### src/hw/sfdc_pkg.sv
// Purpose: constants for the supply fault detector configuration block
// Assumes: 125 MHz i_mclk, byte-wide register port behind the serial management port
// Notes: offsets are byte register numbers of the serial register space
package sfdc_pkg;

  // ----------------------------------------
  // register numbers
  // ----------------------------------------
  localparam logic [7:0] SFDC_S2_OVER_TH = 8'h10;
  localparam logic [7:0] SFDC_S2_OVER_HY = 8'h11;
  localparam logic [7:0] SFDC_S2_UNDER_TH = 8'h12;
  localparam logic [7:0] SFDC_S2_UNDER_HY = 8'h13;
  localparam logic [7:0] SFDC_S2_CFG = 8'h14;
  localparam logic [7:0] SFDC_S2_SEL = 8'h15;
  localparam logic [7:0] SFDC_S3_OVER_TH = 8'h18;
  localparam logic [7:0] SFDC_S3_OVER_HY = 8'h19;
  localparam logic [7:0] SFDC_S3_UNDER_TH = 8'h1A;
  localparam logic [7:0] SFDC_S3_UNDER_HY = 8'h1B;

  // ----------------------------------------
  // field layout
  // ----------------------------------------
  localparam int SFDC_HY_W = 5;
  localparam int SFDC_GF_LSB = 2;
  localparam int SFDC_GF_W = 3;
  localparam int SFDC_FLT_LSB = 0;
  localparam int SFDC_FLT_W = 2;
  localparam int SFDC_SEL_W = 2;

  // ----------------------------------------
  // reset values
  // ----------------------------------------
  localparam logic [7:0] SFDC_RST_OVER_TH = 8'hFF;
  localparam logic [7:0] SFDC_RST_UNDER_TH = 8'h00;
  localparam logic [4:0] SFDC_RST_HY = 5'h00;
  localparam logic [2:0] SFDC_RST_GF = 3'h0;
  localparam logic [1:0] SFDC_RST_FLT = 2'h3;
  localparam logic [1:0] SFDC_RST_SEL = 2'h0;

  // ----------------------------------------
  // codes
  // ----------------------------------------
  typedef enum logic [1:0] {
    SFDC_FLT_OVER = 2'b00,
    SFDC_FLT_EITHER = 2'b01,
    SFDC_FLT_UNDER = 2'b10,
    SFDC_FLT_OFF = 2'b11
  } sfdc_fault_e;

  typedef enum logic [1:0] {
    SFDC_RANGE_MID = 2'b00,
    SFDC_RANGE_LOW = 2'b01,
    SFDC_RANGE_ULTRALOW = 2'b10
  } sfdc_range_e;

  // ----------------------------------------
  // timing
  // ----------------------------------------
  localparam int SFDC_CLK_MHZ = 125;
  localparam int SFDC_GF_US [8] = '{0, 5, 10, 20, 30, 50, 75, 100};
  localparam int SFDC_CNT_W = 14;
  localparam int SFDC_GF5_CYC = 5 * SFDC_CLK_MHZ;
  localparam int SFDC_GF10_CYC = 10 * SFDC_CLK_MHZ;
  localparam int SFDC_GF20_CYC = 20 * SFDC_CLK_MHZ;
  localparam int SFDC_GF30_CYC = 30 * SFDC_CLK_MHZ;
  localparam int SFDC_GF50_CYC = 50 * SFDC_CLK_MHZ;
  localparam int SFDC_GF75_CYC = 75 * SFDC_CLK_MHZ;
  localparam int SFDC_GF100_CYC = 100 * SFDC_CLK_MHZ;

endpackage

### src/hw/sfdc_top.sv
// Purpose: configuration registers and fault detectors for supply inputs two and three
// Assumes: serial management engine outside presents decoded byte accesses
// Notes: unused register bits read as zero and ignore writes
module sfdc_top #(
  parameter int p_gf50_cycles = sfdc_pkg::SFDC_GF50_CYC,
  parameter int p_gf75_cycles = sfdc_pkg::SFDC_GF75_CYC,
  parameter int p_gf100_cycles = sfdc_pkg::SFDC_GF100_CYC
) (
  // clock and reset
  input wire logic i_mclk,
  input wire logic i_reset,
  // register port
  input wire logic [7:0] i_reg_addr,
  input wire logic i_reg_wr,
  input wire logic i_reg_rd,
  input wire logic [7:0] i_reg_wdata,
  output logic [7:0] o_reg_rdata,
  output logic o_reg_rvalid,
  // measured levels
  input wire logic [7:0] i_second_supply_input,
  input wire logic [7:0] i_third_supply_input,
  // third input settings held elsewhere
  input wire logic [2:0] i_supply3_glitch_filter_code,
  input wire logic [1:0] i_supply3_fault_type_code,
  input wire logic [1:0] i_supply3_range_code,
  // results
  output sfdc_pkg::sfdc_range_e o_supply2_range,
  output sfdc_pkg::sfdc_range_e o_supply3_range,
  output logic o_supply2_over,
  output logic o_supply2_under,
  output logic o_supply2_fault,
  output logic o_supply3_over,
  output logic o_supply3_under,
  output logic o_supply3_fault
);
  import sfdc_pkg::*;

  logic [7:0] s2_over_threshold_code;
  logic [4:0] s2_over_hysteresis_code;
  logic [7:0] s2_under_threshold_code;
  logic [4:0] s2_under_hysteresis_code;
  logic [2:0] s2_glitch_filter_code;
  logic [1:0] s2_fault_type_code;
  logic [1:0] s2_range_code;
  logic [7:0] s3_over_threshold_code;
  logic [4:0] s3_over_hysteresis_code;
  logic [7:0] s3_under_threshold_code;
  logic [4:0] s3_under_hysteresis_code;
  logic [7:0] next_rdata;

  // ----------------------------------------
  // range decode
  // ----------------------------------------
  function automatic sfdc_range_e range_decode(input logic [1:0] code);
    sfdc_range_e r;
    case (code)
      2'b00: r = SFDC_RANGE_MID;
      2'b01: r = SFDC_RANGE_LOW;
      default: r = SFDC_RANGE_ULTRALOW;
    endcase
    return r;
  endfunction

  assign o_supply2_range = range_decode(s2_range_code);
  assign o_supply3_range = range_decode(i_supply3_range_code);

  // ----------------------------------------
  // write decode
  // ----------------------------------------
  function automatic logic wr_hit(input logic [7:0] addr);
    return i_reg_wr && (i_reg_addr == addr);
  endfunction

  // ----------------------------------------
  // second input registers
  // ----------------------------------------
  always_ff @(posedge i_mclk or posedge i_reset) begin
    if (i_reset) begin
      s2_over_threshold_code <= SFDC_RST_OVER_TH;
    end else if (wr_hit(SFDC_S2_OVER_TH)) begin
      s2_over_threshold_code <= i_reg_wdata;
    end
  end

  always_ff @(posedge i_mclk or posedge i_reset) begin
    if (i_reset) begin
      s2_over_hysteresis_code <= SFDC_RST_HY;
    end else if (wr_hit(SFDC_S2_OVER_HY)) begin
      s2_over_hysteresis_code <= i_reg_wdata[SFDC_HY_W-1:0];
    end
  end

  always_ff @(posedge i_mclk or posedge i_reset) begin
    if (i_reset) begin
      s2_under_threshold_code <= SFDC_RST_UNDER_TH;
    end else if (wr_hit(SFDC_S2_UNDER_TH)) begin
      s2_under_threshold_code <= i_reg_wdata;
    end
  end

  always_ff @(posedge i_mclk or posedge i_reset) begin
    if (i_reset) begin
      s2_under_hysteresis_code <= SFDC_RST_HY;
    end else if (wr_hit(SFDC_S2_UNDER_HY)) begin
      s2_under_hysteresis_code <= i_reg_wdata[SFDC_HY_W-1:0];
    end
  end

  always_ff @(posedge i_mclk or posedge i_reset) begin
    if (i_reset) begin
      s2_glitch_filter_code <= SFDC_RST_GF;
      s2_fault_type_code <= SFDC_RST_FLT;
    end else if (wr_hit(SFDC_S2_CFG)) begin
      s2_glitch_filter_code <= i_reg_wdata[SFDC_GF_LSB +: SFDC_GF_W];
      s2_fault_type_code <= i_reg_wdata[SFDC_FLT_LSB +: SFDC_FLT_W];
    end
  end

  always_ff @(posedge i_mclk or posedge i_reset) begin
    if (i_reset) begin
      s2_range_code <= SFDC_RST_SEL;
    end else if (wr_hit(SFDC_S2_SEL)) begin
      s2_range_code <= i_reg_wdata[SFDC_SEL_W-1:0];
    end
  end

  // ----------------------------------------
  // third input registers
  // ----------------------------------------
  always_ff @(posedge i_mclk or posedge i_reset) begin
    if (i_reset) begin
      s3_over_threshold_code <= SFDC_RST_OVER_TH;
    end else if (wr_hit(SFDC_S3_OVER_TH)) begin
      s3_over_threshold_code <= i_reg_wdata;
    end
  end

  always_ff @(posedge i_mclk or posedge i_reset) begin
    if (i_reset) begin
      s3_over_hysteresis_code <= SFDC_RST_HY;
    end else if (wr_hit(SFDC_S3_OVER_HY)) begin
      s3_over_hysteresis_code <= i_reg_wdata[SFDC_HY_W-1:0];
    end
  end

  always_ff @(posedge i_mclk or posedge i_reset) begin
    if (i_reset) begin
      s3_under_threshold_code <= SFDC_RST_UNDER_TH;
    end else if (wr_hit(SFDC_S3_UNDER_TH)) begin
      s3_under_threshold_code <= i_reg_wdata;
    end
  end

  always_ff @(posedge i_mclk or posedge i_reset) begin
    if (i_reset) begin
      s3_under_hysteresis_code <= SFDC_RST_HY;
    end else if (wr_hit(SFDC_S3_UNDER_HY)) begin
      s3_under_hysteresis_code <= i_reg_wdata[SFDC_HY_W-1:0];
    end
  end

  // ----------------------------------------
  // read path
  // ----------------------------------------
  always_comb begin
    case (i_reg_addr)
      SFDC_S2_OVER_TH: next_rdata = s2_over_threshold_code;
      SFDC_S2_OVER_HY: next_rdata = {3'h0, s2_over_hysteresis_code};
      SFDC_S2_UNDER_TH: next_rdata = s2_under_threshold_code;
      SFDC_S2_UNDER_HY: next_rdata = {3'h0, s2_under_hysteresis_code};
      SFDC_S2_CFG: next_rdata = {3'h0, s2_glitch_filter_code, s2_fault_type_code};
      SFDC_S2_SEL: next_rdata = {6'h00, s2_range_code};
      SFDC_S3_OVER_TH: next_rdata = s3_over_threshold_code;
      SFDC_S3_OVER_HY: next_rdata = {3'h0, s3_over_hysteresis_code};
      SFDC_S3_UNDER_TH: next_rdata = s3_under_threshold_code;
      SFDC_S3_UNDER_HY: next_rdata = {3'h0, s3_under_hysteresis_code};
      default: next_rdata = 8'h00;
    endcase
  end

  always_ff @(posedge i_mclk or posedge i_reset) begin
    if (i_reset) begin
      o_reg_rdata <= 8'h00;
      o_reg_rvalid <= 1'b0;
    end else begin
      o_reg_rvalid <= i_reg_rd;
      if (i_reg_rd) begin
        o_reg_rdata <= next_rdata;
      end
    end
  end

  // ----------------------------------------
  // detectors
  // ----------------------------------------
  sfdc_detector #(
    .p_gf50_cycles(p_gf50_cycles),
    .p_gf75_cycles(p_gf75_cycles),
    .p_gf100_cycles(p_gf100_cycles)
  ) u_det2 (
    .i_mclk(i_mclk),
    .i_reset(i_reset),
    .i_level(i_second_supply_input),
    .i_over_th(s2_over_threshold_code),
    .i_over_hy(s2_over_hysteresis_code),
    .i_under_th(s2_under_threshold_code),
    .i_under_hy(s2_under_hysteresis_code),
    .i_gf_code(s2_glitch_filter_code),
    .i_fault_type(s2_fault_type_code),
    .o_over(o_supply2_over),
    .o_under(o_supply2_under),
    .o_fault(o_supply2_fault)
  );

  sfdc_detector #(
    .p_gf50_cycles(p_gf50_cycles),
    .p_gf75_cycles(p_gf75_cycles),
    .p_gf100_cycles(p_gf100_cycles)
  ) u_det3 (
    .i_mclk(i_mclk),
    .i_reset(i_reset),
    .i_level(i_third_supply_input),
    .i_over_th(s3_over_threshold_code),
    .i_over_hy(s3_over_hysteresis_code),
    .i_under_th(s3_under_threshold_code),
    .i_under_hy(s3_under_hysteresis_code),
    .i_gf_code(i_supply3_glitch_filter_code),
    .i_fault_type(i_supply3_fault_type_code),
    .o_over(o_supply3_over),
    .o_under(o_supply3_under),
    .o_fault(o_supply3_fault)
  );

endmodule

### src/hw/sfdc_detector.sv
// Purpose: one supply input: hysteresis comparators, glitch filter, fault select
// Assumes: i_level comes from outside the clock domain
// Notes: fault rises after the filter delay, falls at once
module sfdc_detector #(
  parameter int p_gf50_cycles = sfdc_pkg::SFDC_GF50_CYC,
  parameter int p_gf75_cycles = sfdc_pkg::SFDC_GF75_CYC,
  parameter int p_gf100_cycles = sfdc_pkg::SFDC_GF100_CYC
) (
  // clock and reset
  input wire logic i_mclk,
  input wire logic i_reset,
  // measured level code
  input wire logic [7:0] i_level,
  // configuration
  input wire logic [7:0] i_over_th,
  input wire logic [4:0] i_over_hy,
  input wire logic [7:0] i_under_th,
  input wire logic [4:0] i_under_hy,
  input wire logic [2:0] i_gf_code,
  input wire logic [1:0] i_fault_type,
  // results
  output logic o_over,
  output logic o_under,
  output logic o_fault
);
  import sfdc_pkg::*;

  logic [7:0] level_meta;
  logic [7:0] level_sync;
  logic [8:0] over_eff;
  logic [8:0] under_eff;
  logic raw_fault;
  logic [SFDC_CNT_W-1:0] filt_cnt;
  logic [SFDC_CNT_W-1:0] filt_limit;

  // ----------------------------------------
  // input synchroniser
  // ----------------------------------------
  always_ff @(posedge i_mclk or posedge i_reset) begin
    if (i_reset) begin
      level_meta <= 8'h00;
      level_sync <= 8'h00;
    end else begin
      level_meta <= i_level;
      level_sync <= level_meta;
    end
  end

  // ----------------------------------------
  // effective thresholds, saturating
  // ----------------------------------------
  always_comb begin
    over_eff = {1'b0, i_over_th};
    under_eff = {1'b0, i_under_th};
    if (o_over) begin
      over_eff = {1'b0, i_over_th} - {4'h0, i_over_hy};
      if (over_eff[8]) begin
        over_eff = 9'h000;
      end
    end
    if (o_under) begin
      under_eff = {1'b0, i_under_th} + {4'h0, i_under_hy};
      if (under_eff[8]) begin
        under_eff = 9'h0FF;
      end
    end
  end

  always_ff @(posedge i_mclk or posedge i_reset) begin
    if (i_reset) begin
      o_over <= 1'b0;
      o_under <= 1'b0;
    end else begin
      o_over <= {1'b0, level_sync} > over_eff;
      o_under <= {1'b0, level_sync} < under_eff;
    end
  end

  // ----------------------------------------
  // fault select and glitch filter
  // ----------------------------------------
  always_comb begin
    case (i_fault_type)
      SFDC_FLT_OVER: raw_fault = o_over;
      SFDC_FLT_EITHER: raw_fault = o_over | o_under;
      SFDC_FLT_UNDER: raw_fault = o_under;
      default: raw_fault = 1'b0;
    endcase
  end

  always_comb begin
    case (i_gf_code)
      3'h0: filt_limit = SFDC_CNT_W'(0);
      3'h1: filt_limit = SFDC_CNT_W'(SFDC_GF5_CYC);
      3'h2: filt_limit = SFDC_CNT_W'(SFDC_GF10_CYC);
      3'h3: filt_limit = SFDC_CNT_W'(SFDC_GF20_CYC);
      3'h4: filt_limit = SFDC_CNT_W'(SFDC_GF30_CYC);
      3'h5: filt_limit = SFDC_CNT_W'(p_gf50_cycles);
      3'h6: filt_limit = SFDC_CNT_W'(p_gf75_cycles);
      default: filt_limit = SFDC_CNT_W'(p_gf100_cycles);
    endcase
  end

  always_ff @(posedge i_mclk or posedge i_reset) begin
    if (i_reset) begin
      filt_cnt <= '0;
      o_fault <= 1'b0;
    end else if (!raw_fault) begin
      filt_cnt <= '0;
      o_fault <= 1'b0;
    end else if (filt_cnt >= filt_limit) begin
      o_fault <= 1'b1;
    end else begin
      filt_cnt <= filt_cnt + SFDC_CNT_W'(1);
    end
  end

endmodule

### config.mk
export PLATFORM = sky130hd
export DESIGN_NAME = sfdc_top
export DESIGN_NICKNAME = d
export VERILOG_FILES = /design/src/hw/sfdc_pkg.sv /design/src/hw/sfdc_top.sv /design/src/hw/sfdc_detector.sv
export SDC_FILE = /design/constraint.sdc
export NUM_CORES = 1
export LEC_CHECK = 0
export ABC_AREA = 1
export BUFFER_PORTS_ARGS = -buffer_cell sky130_fd_sc_hd__buf_2
export CAP_MARGIN = 20
export CORE_MARGIN = 8
export CORE_UTILIZATION = 60
export DETAILED_ROUTE_END_ITERATION = 16
export HOLD_SLACK_MARGIN = 0.03
export PLACE_DENSITY = 0.78
export SYNTH_ARGS = -nofsm -noshare
export SYNTH_HDL_FRONTEND = slang
export SYNTH_SLANG_ARGS = --single-unit
export TNS_END_PERCENT = 100
### constraint.sdc
create_clock -name i_mclk -period 8.2 [get_ports i_mclk]
set_input_delay 2.46 -clock i_mclk [delete_from_list [all_inputs] [get_ports i_mclk]]
set_output_delay 2.46 -clock i_mclk [all_outputs]
set_load 0.02 [all_outputs]
# Yosys cells after proc, flatten, opt, wreduce, memory -nomap -nowiden
# Index checks and enable logic that the tools add are counted.
[word_totals] in_bits=43 register_bits=134 elab_cells=110 output_inout_bits=19
[op_classes] reduce_logical=16 n_eq_ne=32 magnitude_cmp=6 bitwise_logic=2 n_mux=23 addsub=6
[op_table] op="$pmux 14 s7" n=2
[op_table] op="$eq 8x5->1 const B" n=10
[op_table] op="$pmux 8 s10" n=1
[op_table] op="$mux 14" n=4
[op_table] op="$mux 9" n=4
[op_table] op="$mux 8" n=4
[op_table] op="$add 14x1->14 const B" n=2
[op_table] op="$ge 14x14->1" n=2
[op_table] op="$add 8x5->9" n=2
[op_table] op="$eq 3x3->1 const B" n=6
[op_table] op="$gt 8x9->1" n=2
[op_table] op="$lt 8x9->1" n=2
[op_table] op="$sub 8x5->9" n=2
[op_table] op="$eq 3x2->1 const B" n=4
[op_table] op="$logic_and 1x1->1" n=10
[op_table] op="$eq 2x1->1 const B" n=4
[op_table] op="$logic_not 2->1" n=4
[op_table] op="$ne 2x2->1 const B" n=4
[op_table] op="$pmux 2 s2" n=2
[op_table] op="$eq 3x1->1 const B" n=2
[op_table] op="$logic_not 3->1" n=2
[op_table] op="$pmux 1 s3" n=2
[op_table] op="$eq 2x2->1 const B" n=2
[op_table] op="$mux 1" n=4
[op_table] op="$or 1x1->1" n=2

# Logic depth before layout (Yosys ltp)
[depth] ltp_word=5 ltp_mapped=18 mapped_depth_nobuf=18

# By module
# Synthesis repeated with hierarchy kept, for this count alone.
[unflattened] cells_unflattened=1270 hier_area_um2=9467.8
[by_module_without_submodules] mod="sfdc_top" instances=1 area_each_um2=3320.7 cells_per_inst=395 seq_area_each_um2=1724.2
[by_module_without_submodules] mod="sfdc_detector (u_det2)" instances=1 area_each_um2=3094.2 cells_per_inst=445 seq_area_each_um2=825.8
[by_module_without_submodules] mod="sfdc_detector (u_det3)" instances=1 area_each_um2=3052.9 cells_per_inst=430 seq_area_each_um2=825.8

# Worst setup path before layout
# No wires, ideal clock.
[synth_timing] path_type="input -> output" from="in i_supply3_range_code[0]" to="out o_supply3_range[0]" required_time_ps=5740 cell_stages=2 arrival_ps=2760 n_path_buf=0 path_slack_ps=2980 path_cell_list="inv_1 > nor2_1"
[synth_between] elab_chain_len=2 elab_cells_between_ends=3 classes_between="eq/ne: 1; mux: 1; reduce/logical: 1"
[synth_lines] item="start: declaration" line="sfdc_top.sv:25" text="input wire logic [1:0] i_supply3_range_code,"
[synth_lines] item="$eq 2x1->1 or $logic_not 2->1 (tied branches)" line="sfdc_top.sv:56" text="case (code)"
[synth_lines] item="$pmux 2 s2 *" line="sfdc_top.sv:56"
[synth_lines] item="end: declaration" line="sfdc_top.sv:28" text="output sfdc_pkg::sfdc_range_e o_supply3_range,"
# Every way passes the cells marked *; elsewhere a longest branch is shown, timed or not.

# Final worst setup path
[layout_timing] from="in i_supply3_range_code[1]" to="out o_supply3_range[0]"
# The elaborated chain is that of the path after synthesis.

==> run metrics <==
status=finished clean; CP max stage cell=buf_2; Post-Syn Area=between 9000 and 10000 µm²; most used cell, CP=buf_2; worst endpoint required time=5.74 ns; routed len/inst=between 10 and 15 µm; Max Slew Vio Count=0; Initial Util=61.3%; Worst path top cell family by delay=buffers and inverters; routed vias/inst=approximately 5.5; row count=45; hold buffers post-CTS=0; DRT iter0 DRCs=586; global-route wire length before repair=approximately 36000 µm; Final min period=5.28 ns; NetSw=approximately 630 µW; Synth Instances=~1200; clock share of power=41.3%; # IOs=a little over 60; Clock Sinks=around 130; register bit count reported by yosys=about 130; maxcap violations=0; initial antenna violation count=0; clk slew on worst S/H paths=0.06 ns; Final Total Pwr=2020 µW; Area growth syn-to-layout=10.7%; Syn Area/Cell=approximately 7.7 µm²; Hold WC Path Type=register to register; final WL=21800 µm; Die Y=141 µm; Post-DP HPWL=15800 µm; Hold Path Origin=u_det3.level_meta[2]$_DFF_PP0_; Int Pwr=1400 µW; deepest clock path buffer count=2; Post-synth EDFFs=0; pre-CTS WS=2.92 ns; crit path from=i_supply3_range_code[1]; Final Hold Fails=0; clk_lat worst skew=~0.43 ns; Worst VDD drop=between 0.15 and 0.2 mV; max incr delay on CP=0.17 ns; Synth cell types=40; largest fanout on the critical path=2; Tcrit/Tclk final=64.3%; core area=15200 µm²; Detailed Routing Iterations Pass 1=5; vias in the first global route=7523; Nets=~1400; # diodes=0; Via Count=8085; sequential share of the synthesized area=36.2%; clk_skew=0.00834 ns; critical path arrival=approximately 2.8 ns; setup TNS=0 ns; Least-Margin Pin Slew=between 0.7 and 0.8 ns; pin count of the biggest net entering global routing=80; fin worst setup slack=2.92 ns; share of power burned in registers=37.3%; Die W=approximately 140 µm; Leakage=~0.0053 µW; fmax=190 MHz; Congestion Overflow GR=0; Ys Warns=0; worst path cell trace=buf_2, nor2_1, buf_2; global placer's final weighted congestion=~0.88; Gate power share=between 20% and 30%; layout cells sized above 1=about 16%; final count of negative-setup-slack endpoints=0; crit start category=primary input; DRC Markers=0; full die area=approximately 20000 µm²; slew margin rel.=51.6%; IO buf count=between 60 and 70; Critical R2R Launch=s2_over_threshold_code[0]$_DFFE_PP1P_; syn_nets=1332; CTS buffer count=17; RSZ-0062 raised after global routing=false; post-cts sizing count=0; switch share=around 31%; crit path buf inv count=2; final antenna-violating net count=0; Primary FF master, synth=dfrtp_1; postcts setup bufs=0; WS Path Type=primary input to primary output; CTS root buf=clkbuf_16; CTS tree=built; H-tree depth=4; P per Cell Area=196 nW/µm²; crit path capture type=primary output; Async SR Flop Fraction=100%; end-of-flow core utilization=67.9%; total track usage=between 20% and 30%
flip-flops by register name, summed over array words and instances, names as in the netlist, 8 cells and up:
register,cells
u_det3.filt_cnt,14
u_det2.level_sync,8
o_reg_rdata,8
s3_under_threshold_code,8
s2_under_threshold_code,8
u_det2.filt_cnt,14
u_det2.level_meta,8
s3_over_threshold_code,8
s2_over_threshold_code,8
u_det3.level_meta,8
u_det3.level_sync,8
layout make-up:
type | count | area, µm²
multi-input cells | 894 | 5170
fillers | 1264 | 4890
flip-flops and latches | 134 | 3380
inverters | 146 | 553
clock buffers | 19 | 443
repair buffers | 64 | 335
well taps | 188 | 235
clock inverters | 13 | 204
synthesized netlist by cell type, drive strengths merged (12+ instances only):
cell,n,area share (%)
xor2,24,2.3
nand2,319,13
nor3,13,0.75
dfstp,18,5.1
o21ai,88,5.7
dfrtp,116,31
nand4,13,0.87
nand3b,12,0.97
nand3,147,9.2
a21oi,47,2.5
buf,25,2.3
inv,146,5.9
ha,80,11
nor2,110,5.3
kinds of logic after synthesis:
group / Yosys count / synth area share (%)
AOI/OAI and AO/OA: 161 / 10.2
buffers and inverters: 177 / 8.42
DFF: 134 / 36.2
and+or+nand+nor: 617 / 30.5
adders and majority gates: 84 / 11.6
xor gates and xnor gates: 32 / 3.01
layout by cell type (no fill, tap or decap), drive strengths merged:
cell type / n
or2: 2
dfrtp: 116
fa: 4
nor3b: 1
nand3: 147
inv: 146
a22oi: 1
clkinvlp: 4
nor3: 13
nor2: 110
a21boi: 2
bufinv: 5
o21bai: 3
xnor2: 8
o22ai: 8
xor2: 24
o211ai: 1
clkbuf: 19
buf: 64
nand2: 319
clkinv: 4
a21o: 7
ha: 80
nand4: 13
dfstp: 18
nand3b: 12
o21a: 4
o21ai: 88
a21oi: 47
stage by stage:
step	cell area, µm²	hold slack, ns	cells
floorplan	9320	0.331	1205
finish	10300	0.345	1458
global route	10300	0.348	1458
global placement	9650	0.331	1425
detailed placement	9650	0.335	1425
CTS	10300	0.345	1457
routing by layer:
metal | up-vias | wire length, µm | share of wire (%) | track usage [%]
met4 | 0 | 422 | 1.9 | 6.62
met1 | 3772 | 9750 | 45 | 29.3
met2 | 229 | 10600 | 49 | 37.8
met3 | 35 | 1030 | 4.7 | 3.98
met5 | - | 0 | 0 | 0
li1 | 4049 | - | - | -
worst reg2reg max path, delay by kind of cell, from the launching register on:
kind            cells  cell delay (ns)
fa+ha+maj           3             0.96
compound gates      6             0.75
flops               1             0.55
simple gates        5             0.54
buf+inv             2             0.10
power by group through the flow:
stage               Sequential [µW]  Combinational [µW]  Clock, µW
finish                          754                 434        836
global route                    759                 497        871
CTS                             753                 432        844
detailed placement              764                 424          0
global placement                763                 409          0
floorplan                       748                 350          0
final timing paths:
path / to / slack (ns) / cells after the start
setup / recovery: o_supply3_range[0] / 2.92 / 3
hold / removal: u_det3.level_sync[2]$_DFF_PP0_ / 0.35 / 0
setup reg to reg: u_det2.o_over$_DFF_PP0_ / 5.17 / 16
hold reg to reg: u_det3.level_sync[2]$_DFF_PP0_ / 0.35 / 0
max in group asynchronous: u_det2.level_meta[0]$_DFF_PP0_ / 4.83 / 3
min in group asynchronous: u_det3.level_meta[0]$_DFF_PP0_ / 2.16 / 2
Power figures use the tool's default switching activity.
